[src/shared/rst_boot_pkg.sv]
/*
 holds the register map, field positions, reset values and timing counts of the
 reset, boot-mode and external interrupt pin block.
 assumes one 125 MHz clock and an AHB-Lite master with single word transfers.
*/
package rst_boot_pkg;
   // ==========================================================
   // register byte offsets
   localparam logic [7:0] off_pullup_disable = 8'h00;
   localparam logic [7:0] off_port_e_pullup_en = 8'h04;
   localparam logic [7:0] off_irq_config = 8'h08;
   localparam logic [7:0] off_mode_status = 8'h0C;
   localparam logic [7:0] off_pin_function = 8'h10;
   localparam logic [7:0] off_gpio_ctrl = 8'h14;
   localparam logic [7:0] off_int_status = 8'h18;
   localparam logic [7:0] off_int_mask = 8'h1C;
   localparam logic [7:0] off_power_mode = 8'h20;
   // ==========================================================
   // field positions
   localparam int pud_irq_bit = 0;
   localparam int pud_reset_bit = 1;
   localparam int pud_boot_bit = 2;
   localparam int pud_mem_mode_bit = 3;
   localparam int pe_line_10_bit = 10;
   localparam int pe_line_11_bit = 11;
   localparam int irqcfg_edge_a_bit = 0;
   localparam int irqcfg_edge_b_bit = 1;
   localparam int irqcfg_en_a_bit = 2;
   localparam int irqcfg_en_b_bit = 3;
   // ==========================================================
   // reset values
   localparam logic [3:0] pullup_disable_rst = 4'h0;
   localparam logic [15:0] port_e_pullup_en_rst = 16'hFFFF;
   localparam logic [3:0] irq_config_rst = 4'h0;
   localparam logic [1:0] pin_function_rst = 2'h0;
   localparam logic [3:0] gpio_ctrl_rst = 4'h0;
   localparam logic [1:0] int_mask_rst = 2'h0;
   localparam logic [1:0] int_status_rst = 2'h0;
   // ==========================================================
   // timing: internal reset hold after release
   localparam int reset_hold_ns = 256;
   localparam int clk_period_ns = 8;
   localparam int reset_hold_cycles = (reset_hold_ns + clk_period_ns - 1) / clk_period_ns;
   // ==========================================================
   // operating mode and power mode
   typedef enum logic [1:0] {
      pwr_run = 2'h0,
      pwr_wait = 2'h1,
      pwr_stop = 2'h2
   } power_mode_t;
   typedef struct packed {
      logic flash_unsecured;
      logic external_boot;
      logic wide_address;
   } boot_mode_t;
   typedef struct packed {
      logic irq_a;
      logic irq_b;
   } irq_pair_t;
endpackage : rst_boot_pkg

[src/rtl/rst_boot_irq.sv]
/*
 reset sequencing, boot-mode capture, external interrupt request logic and pin
 pull-up control, with an AHB-Lite register slave.
 assumes hresetn is the board reset pin and power_on_reset_n the power-on reset pin, both asynchronous, and
 that the pads resolve pull-ups and two-way pins from the enables given here.
*/
// Behaviour
// RULE1 - irq honoured asynchronously in stop or wait
// RULE2 - irq synchronized in all other modes
// RULE3 - irq level or falling edge, per software
// RULE4 - low reset input holds whole device reset
// RULE5 - boot select captured at reset release
// RULE6 - internal reset held fixed cycles, removed synchronously
// RULE7 - reset output shows internal reset state
// RULE8 - power-on reset asserts internal reset
// RULE9 - assert reset and test reset together
// RULE10 - debugger resets device only, test reset idle
// RULE11 - boot select high external, low internal boot
// RULE12 - timer d pins default timer, gpio optional
// RULE13 - disable bits switch off irq, reset pull-ups
// RULE14 - port e bits enable timer d pull-ups
// RULE15 - software disables boot and mode pull-ups
// RULE16 - memory mode selects 20-bit address bus
// RULE17 - internal boot uses 16 address lines
// RULE18 - secured flash refuses external boot
// RULE19 - sampled pins pass two-stage synchronizer
module rst_boot_irq (
   input wire logic hclk,
   input wire logic hresetn,
   input wire logic power_on_reset_n,
   input wire logic hsel,
   input wire logic [31:0] haddr,
   input wire logic [1:0] htrans,
   input wire logic hwrite,
   input wire logic [2:0] hsize,
   input wire logic [31:0] hwdata,
   input wire logic hready,
   output logic [31:0] hrdata,
   output logic hreadyout,
   output logic hresp,
   input wire logic ext_irq_req_a,
   input wire logic ext_irq_req_b,
   input wire logic boot_select_in,
   input wire logic ext_mem_mode_in,
   input wire logic flash_secured,
   output logic reset_state_out,
   output logic internal_reset_n,
   output logic wake_request,
   output logic irq_service_a,
   output logic irq_service_b,
   output logic irq,
   output logic irq_pullup_en,
   output logic reset_pullup_en,
   output logic boot_select_pullup_en,
   output logic mem_mode_pullup_en,
   output logic timer_d_ch0_pullup_en,
   output logic timer_d_ch1_pullup_en,
   output logic timer_d_ch0_is_gpio,
   output logic timer_d_ch1_is_gpio,
   output logic timer_d_ch0_gpio_oe,
   output logic timer_d_ch1_gpio_oe,
   output logic timer_d_ch0_gpio_out,
   output logic timer_d_ch1_gpio_out,
   output logic [2:0] boot_mode
);
   // ==========================================================
   // reset sequencing
   logic [7:0] hold_cnt;
   logic [7:0] next_hold_cnt;
   logic rst_run;
   logic next_rst_run;
   logic any_rst_n;
   // either source holds the chip in reset asynchronously
   assign any_rst_n = hresetn & power_on_reset_n; // RULE4 RULE8

   always_comb begin
      next_hold_cnt = hold_cnt;
      next_rst_run = rst_run;
      if (!rst_run) begin
         if (hold_cnt == 8'(rst_boot_pkg::reset_hold_cycles - 1)) begin
            next_rst_run = 1'b1; // RULE6
         end else begin
            next_hold_cnt = hold_cnt + 8'h01;
         end
      end
   end

   always_ff @(posedge hclk or negedge any_rst_n) begin
      if (!any_rst_n) begin
         hold_cnt <= 8'h00;
         rst_run <= 1'b0;
      end else begin
         hold_cnt <= next_hold_cnt;
         rst_run <= next_rst_run;
      end
   end

   // ==========================================================
   // pin synchronizers
   logic [3:0] sync1;
   logic [3:0] sync2;
   always_ff @(posedge hclk or negedge any_rst_n) begin
      if (!any_rst_n) begin
         // request lines start at their idle high level, so no false edge
         sync1 <= 4'h3;
         sync2 <= 4'h3;
      end else begin
         sync1 <= {boot_select_in, ext_mem_mode_in, ext_irq_req_b, ext_irq_req_a}; // RULE19
         sync2 <= sync1;
      end
   end

   // ==========================================================
   // boot-mode capture at release
   rst_boot_pkg::boot_mode_t mode;
   rst_boot_pkg::boot_mode_t next_mode;
   always_comb begin
      next_mode = mode;
      if (!rst_run && next_rst_run) begin
         next_mode.flash_unsecured = ~flash_secured;
         next_mode.external_boot = sync2[3] & ~flash_secured; // RULE5 RULE11 RULE18
         next_mode.wide_address = sync2[3] & ~flash_secured & sync2[2]; // RULE16 RULE17
      end
   end

   // ==========================================================
   // registers
   logic [3:0] pud;
   logic [3:0] next_pud;
   logic [15:0] pe_pur;
   logic [15:0] next_pe_pur;
   logic [3:0] irq_cfg;
   logic [3:0] next_irq_cfg;
   logic [1:0] pin_fn;
   logic [1:0] next_pin_fn;
   logic [3:0] gpio_ctrl;
   logic [3:0] next_gpio_ctrl;
   logic [1:0] int_status;
   logic [1:0] next_int_status;
   logic [1:0] int_mask;
   logic [1:0] next_int_mask;
   rst_boot_pkg::power_mode_t pwr;
   rst_boot_pkg::power_mode_t next_pwr;
   logic wr_pend;
   logic next_wr_pend;
   logic [7:0] wr_addr;
   logic [7:0] next_wr_addr;
   logic [31:0] next_hrdata;
   logic addr_ok;
   logic [7:0] a_off;

   // ==========================================================
   // interrupt request path
   rst_boot_pkg::irq_pair_t prev_lvl;
   rst_boot_pkg::irq_pair_t next_prev_lvl;
   logic [1:0] req;
   logic [1:0] next_req;
   logic low_power;
   assign low_power = (pwr == rst_boot_pkg::pwr_stop) || (pwr == rst_boot_pkg::pwr_wait);

   always_comb begin
      next_prev_lvl = {sync2[0], sync2[1]};
      for (int i = 0; i < 2; i++) begin
         if (irq_cfg[i]) begin
            // falling edge of active-low pin on synchronized level
            next_req[i] = (i == 0 ? prev_lvl.irq_a : prev_lvl.irq_b) & ~sync2[i]; // RULE3
         end else begin
            next_req[i] = ~sync2[i]; // RULE2 RULE3
         end
         next_req[i] = next_req[i] & irq_cfg[i + rst_boot_pkg::irqcfg_en_a_bit];
      end
   end

   always_ff @(posedge hclk or negedge any_rst_n) begin
      if (!any_rst_n) begin
         prev_lvl <= '1;
         req <= 2'h0;
      end else begin
         prev_lvl <= next_prev_lvl;
         req <= next_req;
      end
   end

   // ==========================================================
   // bus slave
   assign a_off = haddr[7:0];
   assign addr_ok = (haddr[31:8] == 24'h000000) && (a_off[1:0] == 2'h0)
                    && (a_off <= rst_boot_pkg::off_power_mode);

   always_comb begin
      next_wr_pend = hsel & hready & htrans[1] & hwrite & addr_ok;
      next_wr_addr = a_off;
      next_hrdata = 32'h00000000;
      next_pud = pud;
      next_pe_pur = pe_pur;
      next_irq_cfg = irq_cfg;
      next_pin_fn = pin_fn;
      next_gpio_ctrl = gpio_ctrl;
      next_int_mask = int_mask;
      next_pwr = pwr;
      next_int_status = int_status;
      if (wr_pend) begin
         case (wr_addr)
            rst_boot_pkg::off_pullup_disable: next_pud = hwdata[3:0]; // RULE13
            rst_boot_pkg::off_port_e_pullup_en: next_pe_pur = hwdata[15:0]; // RULE14
            rst_boot_pkg::off_irq_config: next_irq_cfg = hwdata[3:0];
            rst_boot_pkg::off_pin_function: next_pin_fn = hwdata[1:0]; // RULE12
            rst_boot_pkg::off_gpio_ctrl: next_gpio_ctrl = hwdata[3:0];
            rst_boot_pkg::off_int_status: next_int_status = int_status & ~hwdata[1:0];
            rst_boot_pkg::off_int_mask: next_int_mask = hwdata[1:0];
            rst_boot_pkg::off_power_mode: begin
               if (hwdata[1:0] != 2'h3) begin
                  next_pwr = rst_boot_pkg::power_mode_t'(hwdata[1:0]);
               end
            end
            default: next_pud = pud;
         endcase
      end
      // set wins over clear
      next_int_status = next_int_status | req;
      // a synchronized request leaves the low-power modes
      if (low_power && (req != 2'h0)) begin
         next_pwr = rst_boot_pkg::pwr_run;
      end
      // a read right behind a write sees the value that the write leaves
      if (hsel && hready && htrans[1] && !hwrite && addr_ok) begin
         case (a_off)
            rst_boot_pkg::off_pullup_disable: next_hrdata = {28'h0000000, next_pud};
            rst_boot_pkg::off_port_e_pullup_en: next_hrdata = {16'h0000, next_pe_pur};
            rst_boot_pkg::off_irq_config: next_hrdata = {28'h0000000, next_irq_cfg};
            rst_boot_pkg::off_mode_status: next_hrdata = {28'h0000000, req, 1'b0, rst_run};
            rst_boot_pkg::off_pin_function: next_hrdata = {30'h0000000, next_pin_fn};
            rst_boot_pkg::off_gpio_ctrl: next_hrdata = {28'h0000000, next_gpio_ctrl};
            rst_boot_pkg::off_int_status: next_hrdata = {30'h0000000, next_int_status};
            rst_boot_pkg::off_int_mask: next_hrdata = {30'h0000000, next_int_mask};
            rst_boot_pkg::off_power_mode: next_hrdata = {30'h0000000, next_pwr};
            default: next_hrdata = 32'h00000000;
         endcase
      end
   end

   always_ff @(posedge hclk or negedge any_rst_n) begin
      if (!any_rst_n) begin
         pud <= rst_boot_pkg::pullup_disable_rst;
         pe_pur <= rst_boot_pkg::port_e_pullup_en_rst; // RULE14
         irq_cfg <= rst_boot_pkg::irq_config_rst;
         pin_fn <= rst_boot_pkg::pin_function_rst; // RULE12
         gpio_ctrl <= rst_boot_pkg::gpio_ctrl_rst;
         int_status <= rst_boot_pkg::int_status_rst;
         int_mask <= rst_boot_pkg::int_mask_rst;
         pwr <= rst_boot_pkg::pwr_run;
         wr_pend <= 1'b0;
         wr_addr <= 8'h00;
         hrdata <= 32'h00000000;
         mode <= '0;
      end else begin
         pud <= next_pud;
         pe_pur <= next_pe_pur;
         irq_cfg <= next_irq_cfg;
         pin_fn <= next_pin_fn;
         gpio_ctrl <= next_gpio_ctrl;
         int_status <= next_int_status;
         int_mask <= next_int_mask;
         pwr <= next_pwr;
         wr_pend <= next_wr_pend;
         wr_addr <= next_wr_addr;
         hrdata <= next_hrdata;
         mode <= next_mode;
      end
   end

   // ==========================================================
   // registered outputs
   always_ff @(posedge hclk or negedge any_rst_n) begin
      if (!any_rst_n) begin
         reset_state_out <= 1'b0;
         internal_reset_n <= 1'b0;
         irq_service_a <= 1'b0;
         irq_service_b <= 1'b0;
         irq <= 1'b0;
         hreadyout <= 1'b1;
         hresp <= 1'b0;
         irq_pullup_en <= 1'b1;
         reset_pullup_en <= 1'b1;
         boot_select_pullup_en <= 1'b1;
         mem_mode_pullup_en <= 1'b1;
         timer_d_ch0_pullup_en <= 1'b1;
         timer_d_ch1_pullup_en <= 1'b1;
         timer_d_ch0_is_gpio <= 1'b0;
         timer_d_ch1_is_gpio <= 1'b0;
         timer_d_ch0_gpio_oe <= 1'b0;
         timer_d_ch1_gpio_oe <= 1'b0;
         timer_d_ch0_gpio_out <= 1'b0;
         timer_d_ch1_gpio_out <= 1'b0;
         boot_mode <= 3'h0;
      end else begin
         reset_state_out <= next_rst_run; // RULE7
         internal_reset_n <= next_rst_run; // RULE6
         irq_service_a <= next_req[0];
         irq_service_b <= next_req[1];
         irq <= ((next_int_status & next_int_mask) != 2'h0);
         hreadyout <= 1'b1;
         hresp <= 1'b0;
         irq_pullup_en <= ~next_pud[rst_boot_pkg::pud_irq_bit]; // RULE13
         reset_pullup_en <= ~next_pud[rst_boot_pkg::pud_reset_bit]; // RULE13
         boot_select_pullup_en <= ~next_pud[rst_boot_pkg::pud_boot_bit];
         mem_mode_pullup_en <= ~next_pud[rst_boot_pkg::pud_mem_mode_bit];
         timer_d_ch0_pullup_en <= next_pe_pur[rst_boot_pkg::pe_line_10_bit]; // RULE14
         timer_d_ch1_pullup_en <= next_pe_pur[rst_boot_pkg::pe_line_11_bit]; // RULE14
         timer_d_ch0_is_gpio <= next_pin_fn[0]; // RULE12
         timer_d_ch1_is_gpio <= next_pin_fn[1]; // RULE12
         timer_d_ch0_gpio_oe <= next_pin_fn[0] & next_gpio_ctrl[0];
         timer_d_ch1_gpio_oe <= next_pin_fn[1] & next_gpio_ctrl[1];
         timer_d_ch0_gpio_out <= next_gpio_ctrl[2];
         timer_d_ch1_gpio_out <= next_gpio_ctrl[3];
         boot_mode <= next_mode;
      end
   end

   // asynchronous wake path: raw low pin requests wake without a clock
   assign wake_request = low_power & ~(ext_irq_req_a & ext_irq_req_b); // RULE1

   // ==========================================================
   // checks
   property p_reset_hold;
      @(posedge hclk) disable iff (!any_rst_n)
      $rose(internal_reset_n) |-> $past(hold_cnt) == 8'(rst_boot_pkg::reset_hold_cycles - 1);
   endproperty
   a_reset_hold: assert property (p_reset_hold) else $error("reset released early"); // RULE6

   property p_reset_out;
      @(posedge hclk) disable iff (!any_rst_n)
      reset_state_out == internal_reset_n;
   endproperty
   a_reset_out: assert property (p_reset_out) else $error("reset output mismatch"); // RULE7

   property p_secure;
      @(posedge hclk) disable iff (!any_rst_n)
      boot_mode[1] |-> boot_mode[2];
   endproperty
   a_secure: assert property (p_secure) else $error("external boot while secured"); // RULE18

   property p_wide;
      @(posedge hclk) disable iff (!any_rst_n)
      boot_mode[0] |-> boot_mode[1];
   endproperty
   a_wide: assert property (p_wide) else $error("wide bus in internal boot"); // RULE17

   property p_sync;
      @(posedge hclk) disable iff (!any_rst_n)
      (!irq_cfg[0] && irq_cfg[2] && !ext_irq_req_a) [*3] |=> irq_service_a;
   endproperty
   a_sync: assert property (p_sync) else $error("level request not served"); // RULE2

   property p_edge;
      @(posedge hclk) disable iff (!any_rst_n)
      (irq_cfg[0] && irq_service_a) |=> !irq_service_a;
   endproperty
   a_edge: assert property (p_edge) else $error("edge request too long"); // RULE3

   property p_pud;
      @(posedge hclk) disable iff (!any_rst_n)
      pud[rst_boot_pkg::pud_irq_bit] |-> !irq_pullup_en;
   endproperty
   a_pud: assert property (p_pud) else $error("irq pull-up not disabled"); // RULE13

   property p_irq_out;
      @(posedge hclk) disable iff (!any_rst_n)
      ((int_status & int_mask) != 2'h0) |-> irq;
   endproperty
   a_irq_out: assert property (p_irq_out) else $error("interrupt not raised"); // RULE2
endmodule : rst_boot_irq

[config.mk]
export PLATFORM = sky130hd
export DESIGN_NAME = rst_boot_irq
export DESIGN_NICKNAME = d
export VERILOG_FILES = /design/src/shared/rst_boot_pkg.sv /design/src/rtl/rst_boot_irq.sv
export SDC_FILE = /design/constraint.sdc
export NUM_CORES = 1
export LEC_CHECK = 0
export ABC_CLOCK_PERIOD_IN_PS = 9700
export BUFFER_PORTS_ARGS = -buffer_cell sky130_fd_sc_hd__buf_2
export CAP_MARGIN = 40
export CELL_PAD_IN_SITES_DETAIL_PLACEMENT = 0
export CELL_PAD_IN_SITES_GLOBAL_PLACEMENT = 1
export CORE_UTILIZATION = 43
export CTS_BUF_LIST = sky130_fd_sc_hd__clkbuf_8
export DETAILED_ROUTE_END_ITERATION = 10
export HOLD_SLACK_MARGIN = 0.02
export PLACE_DENSITY = 0.95
export REMOVE_ABC_BUFFERS = 1
export SLEW_MARGIN = 20
export SYNTH_ARGS = -nofsm -noshare
export SYNTH_HDL_FRONTEND = slang
export SYNTH_SLANG_ARGS = --single-unit
[constraint.sdc]
create_clock -name hclk -period 9.7 [get_ports hclk]
set_clock_uncertainty 0.2 [all_clocks]
set_input_delay 0 -clock hclk [delete_from_list [all_inputs] [get_ports hclk]]
set_output_delay 0 -clock hclk [all_outputs]
set_load 0.1 [all_outputs]
======== Yosys cells after proc, flatten, opt, wreduce, memory -nomap -nowiden ========
Cells that the tools add are included.
storage, ports and cells
  register bits ........................... 119
  input bits .............................. 80
  output and inout port bits .............. 55
  logic and storage cells ................. 130
operators by class
  $add $sub $neg .......................... 1
  magnitude comparators ................... 1
  equal/unequal tests ..................... 19
  mux-type cells .......................... 25
  bitwise logic cells ..................... 29
  reduce and logical (&&, ||, !) cells .... 18
operators by type and width
  cell                   count
  $pmux W16 S9           1
  $eq A8 B5 Y1 const B   9
  $mux W16               3
  $eq A8 B4 Y1 const B   3
  $logic_not A24 Y1      1
  $mux W4                6
  $mux W2                10
  $eq A8 B3 Y1 const B   2
  $eq A8 B6 Y1 const B   2
  $logic_not A8 Y1       2
  $and A1 B1 Y1          15
  $not A1 Y1             10
  $add A8 B1 Y8 const B  1
  $le A8 B6 Y1 const B   1
  $logic_and A1 B1 Y1    8
  $and A2 B2 Y2          2
  $mux W1                4
  $reduce_bool A2 Y1     2
  $mux W3                1
  $eq A2 B1 Y1 const B   1
  $eq A2 B2 Y1 const B   1
  $logic_not A1 Y1       2
  $logic_not A2 Y1       1
  $ne A2 B2 Y1 const B   1
  4 further kinds        4

======== Logic depth before layout (Yosys ltp) ========
Gate-level depths: netlist (run 1).
  depth in word-level cells ............... 7
  mapped depth ............................ 7
  mapped depth without buffers ............ 6

======== Least setup slack after synthesis (run 1) ========
OpenSTA, ideal clock, no wires.
  path type ............................... register to register
  start point ............................. register wr_addr[4]
  end point ............................... register hrdata[1]
  setup time .............................. 0.129 ns
  arrival time ............................ 2.350 ns
  required time ........................... 9.371 ns
  setup slack ............................. 7.021 ns
  cell stages (with the launch flop) ...... 7
  buffers on the path ..................... 1
  clock period less this slack ............ 2.679 ns
  cells stage by stage .................... dfrtp_1 -> or4b_1 -> clkbuf_1 -> nor3_2 -> mux2_2 -> and2_1 -> o41a_1
on the way
  elaborated cells between the ends (all ways) .. 28
  classes of those cells .................. eq/ne (7); mux (19); bitwise (1); reduce/logical (1)
RTL lines
  element                   RTL line             text
  start: declaration        rst_boot_irq.sv:146  logic [7:0] wr_addr;
  start signal: assignment  rst_boot_irq.sv:266  wr_addr <= next_wr_addr;
  $eq A8 B3 Y1              rst_boot_irq.sv:203  case (wr_addr)
  $mux W16                  rst_boot_irq.sv:203
  $mux W16                  rst_boot_irq.sv:202  if (wr_pend) begin
  via next_pe_pur[1]        rst_boot_irq.sv:131  logic [15:0] next_pe_pur;
  $pmux W16 S9              rst_boot_irq.sv:227  case (a_off)
  $mux W16                  rst_boot_irq.sv:226  if (hsel && hready && htrans[1] && !hwrite && addr_ok) begin
  via next_hrdata[1]        rst_boot_irq.sv:148  logic [31:0] next_hrdata;
  end signal: assignment    rst_boot_irq.sv:267  hrdata <= next_hrdata;
  end: declaration          rst_boot_irq.sv:38   output logic [31:0] hrdata,
The timed path passes the listed nets, and every way through them passes these cells.
A chain may end at the register's enable or synchronous reset.

======== Final worst setup path (run 1) ========
  start point ............................. register wr_addr[4]
  end point ............................... register hrdata[1]
on the way
  cells in the longest elaborated chain, start to end .. 6
  elaborated cells between the ends (all ways) .. 28
  classes of those cells .................. eq/ne (7); mux (19); bitwise (1); reduce/logical (1)
RTL lines
  element                                       RTL line
  $eq A8 B6 Y1 or $eq A8 B5 Y1 (tied branches)  rst_boot_irq.sv:203
  $mux W2                                       rst_boot_irq.sv:203
  $mux W2                                       rst_boot_irq.sv:202
  $mux W2 or $or A2 B2 Y2 (tied branches)       rst_boot_irq.sv:222, rst_boot_irq.sv:220
  $pmux W16 S9 (*)                              rst_boot_irq.sv:227
  $mux W16 (*)                                  rst_boot_irq.sv:226
  via next_hrdata[1]                            rst_boot_irq.sv:148
The timed path passes the listed nets; every way through them passes the cells marked *.

==> results of run 1 <==
area by class of cell:
cell class                      instances  area share, %
Timing Repair Buffer                  138          17.62
Sequential cell                        92          46.25
Multi-Input combinational cell        195          27.98
Inverter                               16          1.190
Clock inverter                          7          1.834
Tap cell                              108          2.677
Clock buffer                            9          2.454
worst max-delay path, cell delays in order, from the launching register on:
cell	delay, ps
dfrtp_1	460
or4b_1	660
nor3_1	670
mux2i_1	420
o2bb2ai_1	110
o41a_1	460
path summary, 6_finish.rpt:
kind | end | slack (ps) | cells after the start
worst max-delay path | hrdata[1] | 6580 | 5
worst min-delay path | hrdata[2] | 50 | 5
worst max register to register | hrdata[1] | 6580 | 5
worst min register to register | sync2[2] | 160 | 0
max in group asynchronous | pe_pur[3] | 7780 | 6
min in group asynchronous | boot_mode[2] | 260 | 4
power breakdown:
group,internal [W],leakage (nW),switching (W)
Sequential,0.000391,1.12,0.00000409
Combinational,0.0000243,1.19,0.0000678
Clock,0.000145,0.107,0.000132
Total,0.000560,2.42,0.000204
state kept, by name, summed over array words and instances, names as in the netlist, 2 cells and up:
register / flops
prev_lvl: 2
pwr: 2
pin_fn: 2
sync2: 4
wr_addr: 8
hrdata: 16
pe_pur: 16
pud: 4
boot_mode: 3
sync1: 4
int_status: 2
hold_cnt: 8
gpio_ctrl: 4
int_mask: 2
irq_cfg: 4
cells in the mapped netlist, types with 3 or more instances:
cell type / instances / area (sq um)
o21ai_0: 4 / 20.02
nand2_1: 13 / 48.80
clkbuf_1: 4 / 15.01
dfstp_2: 26 / 683.2
mux2_2: 27 / 304.0
nand4_1: 8 / 50.05
buf_4: 20 / 150.1
a22oi_1: 4 / 30.03
nor2_1: 6 / 22.52
nand3_1: 4 / 20.02
a221oi_1: 3 / 26.28
a31oi_1: 4 / 25.02
or2_2: 4 / 25.02
and3_1: 13 / 81.33
nor4b_1: 7 / 61.31
xnor2_1: 7 / 61.31
mux2i_1: 3 / 30.03
nor3b_1: 3 / 22.52
and2_1: 9 / 56.30
nor3_1: 5 / 25.02
nand2b_1: 3 / 18.77
a2111oi_0: 3 / 26.28
dfrtp_1: 66 / 1652
inv_1: 16 / 60.06
and4_1: 3 / 26.28
nor4_1: 11 / 68.82
per-layer routing:
metal  global-route usage, %  vias to the layer above
met5                       0                        -
met4                   9.276                        0
met3                   2.662                       16
met2                   30.82                      126
met1                   24.69                     1448
li1                        -                     1384
placed cells by master (no fill, tap or decap), types with 4 or more instances in the layout:
master | synthesis | layout
conb_1 | 2 | 18
nor3_1 | 5 | 5
o21ai_0 | 4 | 4
and3_1 | 13 | 13
a31oi_1 | 4 | 4
dfrtp_1 | 66 | 66
dlygate4sd3_1 | 0 | 35
nor2_1 | 6 | 6
inv_1 | 16 | 17
nand4_1 | 8 | 8
clkbuf_8 | 0 | 9
nand3_1 | 4 | 4
mux2_2 | 27 | 27
buf_2 | 1 | 96
or2_2 | 4 | 4
nor4_1 | 11 | 11
nor4b_1 | 7 | 7
and2_1 | 9 | 8
dfstp_2 | 26 | 26
nand2_1 | 13 | 13
xnor2_1 | 7 | 7
buf_4 | 20 | 4
a22oi_1 | 4 | 4
logic make-up (layout without fill, tap and decap cells):
kind of cell / Yosys count / in the layout
and+or+nand+nor: 100 / 100
buffers and inverters: 42 / 170
xor gates and xnor gates: 8 / 8
muxes: 30 / 30
DFF: 92 / 92
AOI/OAI and AO/OA: 38 / 38
adders and majority gates: 1 / 1
other: 2 / 18
per-stage QoR:
stage | power, W | utilization (%) | instance area, sq um | cells
global placement | 0.0004820 | 50.81 | 4453 | 511
floorplan | 0.0004603 | - | 3799 | 303
detailed placement | 0.0004844 | 51.09 | 4477 | 513
finish | 0.0007642 | 57.61 | 5049 | 565
CTS | 0.0007706 | 57.55 | 5044 | 564
global route | 0.0007932 | 57.61 | 5049 | 565
==> impl_metrics.yaml, run 1 <==
synthesis:
  syn_inst: 313
  synth-seq-area-share_pct: 59.56
  syn_area_per_cell_sq_um: 12.52
  syn_area_sq_um: 3920
  synth_mux_area_share_pct: 8.522
  synth_ff_type: "dfrtp_1"
  synthAdderAreaFrac_pct: 0.3192
  synth_edf_count: 0
  synthArstFlopShare_pct: 100.0
  synth_compound_area_share_pct: 7.597
  ys_seq_elements: 92
  synth_xor_xnor_area_share_pct: 1.787
  ys_warn_count: 0
  synth_simple_gate_area_share_pct: 15.86
  synth_top_family_by_area: "simple AND/OR/NAND/NOR gates"
  synth.distinct_cells: 55
clock_network:
  cts_tree: "built"
  post_cts_buffers: 0
  clk-insertion-delay-late_ps: 360
  clock_sinks: 92
  htreeDepth: 3
  cts_root_buffer: "clkbuf_8"
  cts_buffers: 9
  postCtsHoldBufs: 35
  post_cts_resized: 0
  clockBufferDepth: 2
  path_clk_slew_ps: 90
setup_path:
  arrival_ps: 3150
  r2r_start: "wr_addr[4]"
  crit_path_start_kind: "register"
  cp_max_fo: 7
  path_class: "reg -> reg"
  cp-end-kind: "register"
  startpoint: "wr_addr[4]"
  required_ps: 9730
global_routing:
  grt_pass1_vias: 2928
  grt_max_degree: 51
  grt_pass1_wl_mm: 13.94
  gr-total-overflow: 0
  antenna_found_initial: 0
  grt_use_total_pct: 18.87
layout:
  multi_input_area_sq_um: 1413
  antenna_cells: 0
  final_nets: 533
  areaGrowthSynthToFinish_pct: 28.79
  final_layout_size_suffix_gt1_share_pct: 39.17
  regArea_sq_um: 2335
  nFillCells: 753
placed_design:
  numPortBuffers: 96
  gp_congestion: 0.9178
  dp_hpwl_mm: 5.970
  post-place-ws_ps: 6622
die:
  coreArea_sq_um: 8763
  start_util_pct: 44.73
  die_area_sq_um: 9502
  die_w_um: 97.48
  io_pins: 135
  dieHeight_um: 97.48
  rows: 34
timing:
  rsz0062_at_grt: "false"
  drv_slew: 0
  timing.final.crit_share_pct: 32.13
  max_freq_ghz: 0.3209
  fin_hold_ws_ps: 48.21
  hold_viol: 0
  finalSetupTns_ps: 0
  relSlewSlack_pct: 38.34
  min_period_ps: 3117
  fin_ws_ps: 6583
  tightest_slew_ps: 912.1
  setup_viol: 0
hold_path:
  hp-class: "in -> reg"
  min-delay-start: "haddr[27]"
route:
  met2_length_mm: 4.079
  wl_met1_mm: 3.749
  post_drt_wl_per_cell_um: 15.05
  dr_wl_met3_um: 504
  routed.top_layer: "met4"
  drtIter0Drc: 91
  via_per_inst: 5.264
  drc_errors: 0
  ant_nets: 0
  num_vias: 2974
  wl_mm: 8.506
  firstDrtPassIters: 4
outcome:
  status: "complete, no violations"
power:
  ir_worst_vdd_mv: 0.06257
  p_leak_nw: 2.418
  power_density_nw_per_um2: 151.4
job:
  max_cap_viol_count: 0
Power figures use the tool's default switching activity.
==> run 2, diff against run 1 <==
--- a/config.mk
+++ b/config.mk
@@ -5,16 +5,17 @@
 export SDC_FILE = /design/constraint.sdc
 export NUM_CORES = 1
 export LEC_CHECK = 0
-export ABC_CLOCK_PERIOD_IN_PS = 9700
+export ABC_AREA = 1
+export ABC_CLOCK_PERIOD_IN_PS = 3000
 export BUFFER_PORTS_ARGS = -buffer_cell sky130_fd_sc_hd__buf_2
 export CAP_MARGIN = 40
 export CELL_PAD_IN_SITES_DETAIL_PLACEMENT = 0
 export CELL_PAD_IN_SITES_GLOBAL_PLACEMENT = 1
-export CORE_UTILIZATION = 43
+export CORE_UTILIZATION = 38
 export CTS_BUF_LIST = sky130_fd_sc_hd__clkbuf_8
 export DETAILED_ROUTE_END_ITERATION = 10
 export HOLD_SLACK_MARGIN = 0.02
-export PLACE_DENSITY = 0.95
+export PLACE_DENSITY = 0.91
 export REMOVE_ABC_BUFFERS = 1
 export SLEW_MARGIN = 20
 export SYNTH_ARGS = -nofsm -noshare
==> constraint.sdc (replaced) <==
create_clock -name hclk -period 3 [get_ports hclk]
set_clock_uncertainty 0.2 [all_clocks]
set_input_delay 0 -clock hclk [delete_from_list [all_inputs] [get_ports hclk]]
set_output_delay 0 -clock hclk [all_outputs]
set_load 0.1 [all_outputs]
==> run 2 against run 1 <==
Synthesized cell count grew 47%. Worst hold slack gained 23 ps. Via count grew 11%. Clock power grew to 2.9 times the previous value. Die area grew 19%. Clock-buffer cell count is the same. Global-route usage shrank 2.8 points. Total power grew to 3.1 times the previous value. Cell count grew 30%. Critical path depth grew 5. Synthesized area grew 5.3%. Sequential power grew to 3.2 times the previous value. Critical endpoint is now hrdata[2].
==> impl_metrics.yaml, run 2 <==
outcome:
  status: "complete, no violations"
synthesis:
  yosysTopAreaCellShare_pct: 40.01
  synth-seq-area-share_pct: 56.56
  synth_common_cells: "97 x nand2_1, 75 x inv_1, 66 x dfrtp_1, 46 x nor2_1, 41 x nand3_1"
  synth_edf_count: 0
  syn_area_sq_um: 4128
  ys_top_cells_by_area: "dfrtp_1 40%, dfstp_2 17%, nand2_1 8.8%, inv_1 6.8%, nand3_1 5.0%"
  yosys.cell_count.top_type: "nand2_1"
  yosys.area.top_type: "dfrtp_1"
  synth_ff_type: "dfrtp_1"
  synth.distinct_cells: 36
  synthArstFlopShare_pct: 100.0
  ys_seq_elements: 92
  syn_inst: 461
  syn_area_per_cell_sq_um: 8.954
  ys_warn_count: 0
global_routing:
  antenna_found_initial: 0
  grt_pass1_wl_mm: 13.86
  gr-total-overflow: 0
  grt_pass1_vias: 3117
  grt_max_degree: 93
  grt_use_total_pct: 16.09
layout:
  final_area_sq_um: 5202
  antenna_cells: 0
  areaGrowthSynthToFinish_pct: 26.04
  final_nets: 675
  final_common_cell: "nand2_1"
  top_regs: "hrdata: 16 flops, pe_pur: 16 flops"
  layout_common_cells: "97 x nand2_1, 96 x buf_2, 76 x inv_1"
  nFillCells: 987
  final_layout_size_suffix_gt1_share_pct: 28.38
hold_path:
  min-delay-start: "haddr[30]"
  hp-class: "in -> reg"
route:
  via_per_inst: 4.475
  num_vias: 3289
  ant_nets: 0
  post_drt_wl_per_cell_um: 11.50
  drc_errors: 0
  firstDrtPassIters: 4
  drtIter0Drc: 141
  wl_mm: 8.450
placed_design:
  dp_hpwl_mm: 5.968
  gp_congestion: 0.8458
  post-place-ws_ps: 778.5
  numPortBuffers: 96
  dpl_cell_area_sq_um: 4681
power:
  power_density_nw_per_um2: 449.7
  p_leak_nw: 2.866
  ir_worst_vdd_mv: 0.2095
  total_power_w: 0.002339
setup_path:
  path_class: "reg -> reg"
  r2r_start: "wr_addr[7]"
  startpoint: "wr_addr[7]"
  required_ps: 3060
  arrival_ps: 2280
  crit_path_start_kind: "register"
  cp-end-kind: "register"
  cp_max_fo: 28
die:
  io_pins: 135
  dieHeight_um: 106.2
  start_util_pct: 39.63
  coreArea_sq_um: 10420
  die_w_um: 106.2
  die_area_sq_um: 11280
  rows: 37
timing:
  max_freq_ghz: 0.4496
  rsz0062_at_grt: "false"
  tightest_slew_ps: 610.1
  fin_ws_ps: 775.8
  min_period_ps: 2224
  drv_slew: 0
  hold_viol: 0
  setup_viol: 0
  timing.final.crit_share_pct: 74.14
  finalSetupTns_ps: 0
  relSlewSlack_pct: 59.29
  fin_hold_ws_ps: 71.25
clock_network:
  cts_buffers: 9
  cts_tree: "built"
  post_cts_buffers: 0
  post_cts_resized: 0
  cts_root_buffer: "clkbuf_8"
  path_clk_slew_ps: 90
  clockBufferDepth: 2
  clk-insertion-delay-late_ps: 360
  clock_sinks: 92
  htreeDepth: 3
job:
  max_cap_viol_count: 0
==> run 2: cell count changes in the layout (fill, tap and decap cells not counted), moves of 5 or more <==
| cell | before | now |
|---|---|---|
| and3_1 | 13 | 2 |
| inv_1 | 17 | 76 |
| mux2_2 | 27 | 0 |
| nand2_1 | 13 | 97 |
| nand2_2 | 0 | 5 |
| nand3_1 | 4 | 41 |
| nor2_1 | 6 | 46 |
| nor2_2 | 0 | 14 |
| nor4_1 | 11 | 1 |
| nor4b_1 | 7 | 0 |
| o21ai_1 | 0 | 14 |
==> run 2: final cells by class <==
cell class,count,area (sq um),share of cell area [%]
repair buffers,130,830.8,15.97
multi-input cells,284,1385,26.62
well taps,136,170.2,3.271
inverters,77,290.3,5.580
flip-flops and latches,92,2335,44.88
clock inverters,7,67.56,1.299
clock buffers,9,123.9,2.381
==> run 2: logic make-up after synthesis <==
logic type	count (synthesis)	share of synthesized area, %
simple gates	234	26.74
other cells	2	0.1819
flops	92	56.56
fa+ha+maj	1	0.3031
buf+inv	101	11.34
xor+xnor	8	1.698
compound gates	23	3.183
==> run 2: repair_timing <==
item | 4_1_cts | 5_1_grt
hold buffers | 33 | 0
setup endpoints to repair | 0 | 0
hold endpoints to repair | 166 | 0
==> run 2: worst max-delay path, stage by stage (launching register included) <==
cell and delay [ps]:
dfrtp_1 370, nor2_2 120, nand2_1 90, nor2_2 480, nand2_4 300, nand2_1 120
nand2_1 80, nand2_1 70, nand4_1 90, nor2_1 140, nor2_1 50
==> run 2: path summary, 6_finish.rpt <==
kind | slack (ps) | cells past startpoint | to
setup / recovery | 780 | 10 | hrdata[2]
hold / removal | 70 | 9 | hrdata[1]
setup reg to reg | 780 | 10 | hrdata[2]
hold reg to reg | 160 | 0 | sync2[3]
max in group asynchronous | 1520 | 6 | pe_pur[9]
min in group asynchronous | 130 | 5 | sync2[2]
==> run 2: layer usage <==
layer / track usage [%] / wire, um / vias up
met5: 0 / 0 / -
met4: 8.929 / 212 / 0
met3: 3.188 / 465 / 16
met2: 27.04 / 4149 / 109
met1: 19.31 / 3623 / 1516
li1: - / - / 1648
==> run 2: power breakdown <==
part	internal (W)	leakage (nW)	switching, W
clock	0.000384	0.103	0.000423
combinational	0.0000703	1.65	0.000194
sequential	0.00126	1.11	0.00000842
total	0.00171	2.87	0.000626
==> run 2: stage by stage <==
step | cells | util (%)
CTS | 735 | 49.95
finish | 735 | 49.95
global placement | 686 | 44.94
detailed placement | 686 | 44.94
floorplan | 453 | -
global route | 735 | 49.95
==> run 3, diff against run 2 <==
--- a/config.mk
+++ b/config.mk
@@ -5,17 +5,17 @@
 export SDC_FILE = /design/constraint.sdc
 export NUM_CORES = 1
 export LEC_CHECK = 0
-export ABC_AREA = 1
-export ABC_CLOCK_PERIOD_IN_PS = 3000
+export ABC_AREA = 0
+export ABC_CLOCK_PERIOD_IN_PS = 2050
 export BUFFER_PORTS_ARGS = -buffer_cell sky130_fd_sc_hd__buf_2
 export CAP_MARGIN = 40
 export CELL_PAD_IN_SITES_DETAIL_PLACEMENT = 0
 export CELL_PAD_IN_SITES_GLOBAL_PLACEMENT = 1
-export CORE_UTILIZATION = 38
+export CORE_UTILIZATION = 40
 export CTS_BUF_LIST = sky130_fd_sc_hd__clkbuf_8
 export DETAILED_ROUTE_END_ITERATION = 10
 export HOLD_SLACK_MARGIN = 0.02
-export PLACE_DENSITY = 0.91
+export PLACE_DENSITY = 0.92
 export REMOVE_ABC_BUFFERS = 1
 export SLEW_MARGIN = 20
 export SYNTH_ARGS = -nofsm -noshare
==> constraint.sdc (replaced) <==
create_clock -name hclk -period 2.05 [get_ports hclk]
set_clock_uncertainty 0.2 [all_clocks]
set_input_delay 0 -clock hclk [delete_from_list [all_inputs] [get_ports hclk]]
set_output_delay 0 -clock hclk [all_outputs]
set_load 0.1 [all_outputs]
==> run 3 against run 2 <==
Design area is 16% higher. Critical endpoint is now hrdata[1]. The run now ends with negative setup slack left. Largest power group unchanged. Register-to-register slack worse by 1200 ps. Worst hold slack gained 8.6 ps. Highest routed layer unchanged.
==> impl_metrics.yaml, run 3 (synthesis gave the netlist of run 1 again) <==
outcome:
  status: "finished with violations"
  violations: "negative setup slack"
timing:
  setup_viol: 42
  drv_slew: 0
  fin_hold_ws_ps: 79.88
  min_period_ps: 2483
  finalSetupTns_ps: -8972
  hold_viol: 0
  max_freq_ghz: 0.4027
  fin_ws_ps: -433.2
  timing.final.crit_share_pct: 121.1
  rsz0062_at_grt: "true"
global_routing:
  grt_use_total_pct: 21.39
  grt_max_degree: 70
  antenna_found_initial: 0
  gr-total-overflow: 0
  grt_pass1_wl_mm: 16.60
  grt_pass1_vias: 3464
route:
  num_vias: 3311
  routed.top_layer: "met4"
  drc_errors: 0
  met2_length_mm: 5.387
  dr_wl_met3_um: 458
  post_drt_wl_per_cell_um: 15.89
  via_per_inst: 4.994
  wl_mm: 10.53
  ant_nets: 0
  drtIter0Drc: 169
  wl_met1_mm: 4.441
  firstDrtPassIters: 4
setup_path:
  cp_max_fo: 4
  path_cells: "or4b_4, o41a_1, o21a_1, a211o_1, o41a_1"
  max_stage_delay_ps: 570
  cp-end-kind: "register"
  path_class: "reg -> reg"
  arrival_ps: 2530
  cpMaxStageDelayCell: "or4b_4"
  crit_path_start_kind: "register"
  cp_top_family: "compound AO/OA/AOI/OAI gates"
  cp_common_cell: "o41a_1"
  required_ps: 2090
  path_buf_inv: 0
job:
  max_cap_viol_count: 0
die:
  die_area_sq_um: 10200
  die_w_um: 101.0
  rows: 35
  dieHeight_um: 101.0
  coreArea_sq_um: 9371
  start_util_pct: 41.83
  io_pins: 135
clock_network:
  cts_root_buffer: "clkbuf_8"
  cts_tree: "built"
  cts_buffers: 9
  htreeDepth: 3
  clk-insertion-delay-late_ps: 350
  clockBufferDepth: 2
  path_clk_slew_ps: 90
  clock_sinks: 92
hold_path:
  hp-class: "in -> reg"
layout:
  nFillCells: 753
  multi_input_area_sq_um: 1679
  antenna_cells: 0
  regArea_sq_um: 2335
  final_common_cell: "buf_2"
  final_nets: 610
  top_regs: "hrdata: 16 flops, pe_pur: 16 flops"
  final_util_pct: 64.39
  final_layout_size_suffix_gt1_share_pct: 50.19
  final_area_sq_um: 6035
  areaGrowthSynthToFinish_pct: 53.94
  layout_common_cells: "96 x buf_2, 66 x dfrtp_1, 61 x dlygate4sd3_1"
placed_design:
  numPortBuffers: 96
  dp_hpwl_mm: 6.620
  gp_congestion: 0.8980
  dpl_cell_area_sq_um: 4835
power:
  power_density_nw_per_um2: 581.3
  ir_worst_vdd_mv: 0.4337
  p_leak_nw: 2.830
==> run 3: cell types whose count changed in the layout (fill, tap and decap cells not counted), sizes merged, moves of 10 or more <==
cell / before / now
nor2: 64 / 6
dlygate4sd3: 33 / 61
and3: 2 / 13
inv: 80 / 22
mux2: 0 / 27
nand3: 42 / 4
o21ai: 17 / 4
buf: 97 / 153
nand2: 104 / 13
nor4: 1 / 11
==> run 3: final timing paths <==
path / to / startpoint / depth (start not counted) / slack, ps
setup / recovery: hrdata[1] / wr_addr[6] / 5 / -430
hold / removal: sync1[2] / ext_mem_mode_in / 2 / 80
setup reg to reg: hrdata[1] / wr_addr[6] / 5 / -430
hold reg to reg: sync2[2] / sync1[2] / 0 / 150
max in group asynchronous: prev_lvl[0] / hresetn / 5 / 370
min in group asynchronous: sync2[3] / power_on_reset_n / 4 / 560
==> run 3: area by class of cell <==
cell class | instances | share of cell area, %
Multi-Input combinational cell | 195 | 27.82
Sequential cell | 92 | 38.69
Timing Repair Buffer | 215 | 26.93
Clock buffer | 9 | 2.053
Clock inverter | 7 | 0.8294
Tap cell | 129 | 2.675
Inverter | 16 | 0.9952
==> run 3: metal layers <==
layer  GRT usage (%)  vias to the layer above
met5               0                        -
met4           7.246                        0
met3           4.300                       20
met2           38.20                      115
met1           25.72                     1640
li1                -                     1536
==> run 3: per-stage QoR <==
step / total power (W) / instances / worst slack [ps]
2_1_floorplan: 0.002178 / 303 / -1002
3_3_place_gp: 0.002311 / 576 / -520.3
3_5_place_dp: 0.002317 / 576 / -623.9
4_1_cts: 0.003525 / 658 / -393.4
5_1_grt: 0.003651 / 663 / -482.4
6_report: 0.003508 / 663 / -433.2
==> run 3: timing repair <==
item,in CTS,in global routing
gates cloned,0,1
hold buffers,61,0
endpoints found under the setup margin,51,52
resized for setup,67,18
endpoints found under the hold margin,135,0
pin swaps,9,7
setup buffers,7,8
==> run 3: power breakdown <==
group | internal [W] | leakage (nW) | total, W | switching, W
clock | 0.000452 | 0.0989 | 0.00111 | 0.000654
sequential | 0.00185 | 1.12 | 0.00187 | 0.0000164
combinational | 0.000180 | 1.61 | 0.000535 | 0.000355
==> run 3: worst register-to-register path, cell delays in order (launching register included) <==
cell and delay (ps):
dfrtp_1 430, or4b_4 570, o41a_1 420, o21a_1 180, a211o_1 270, o41a_1 310
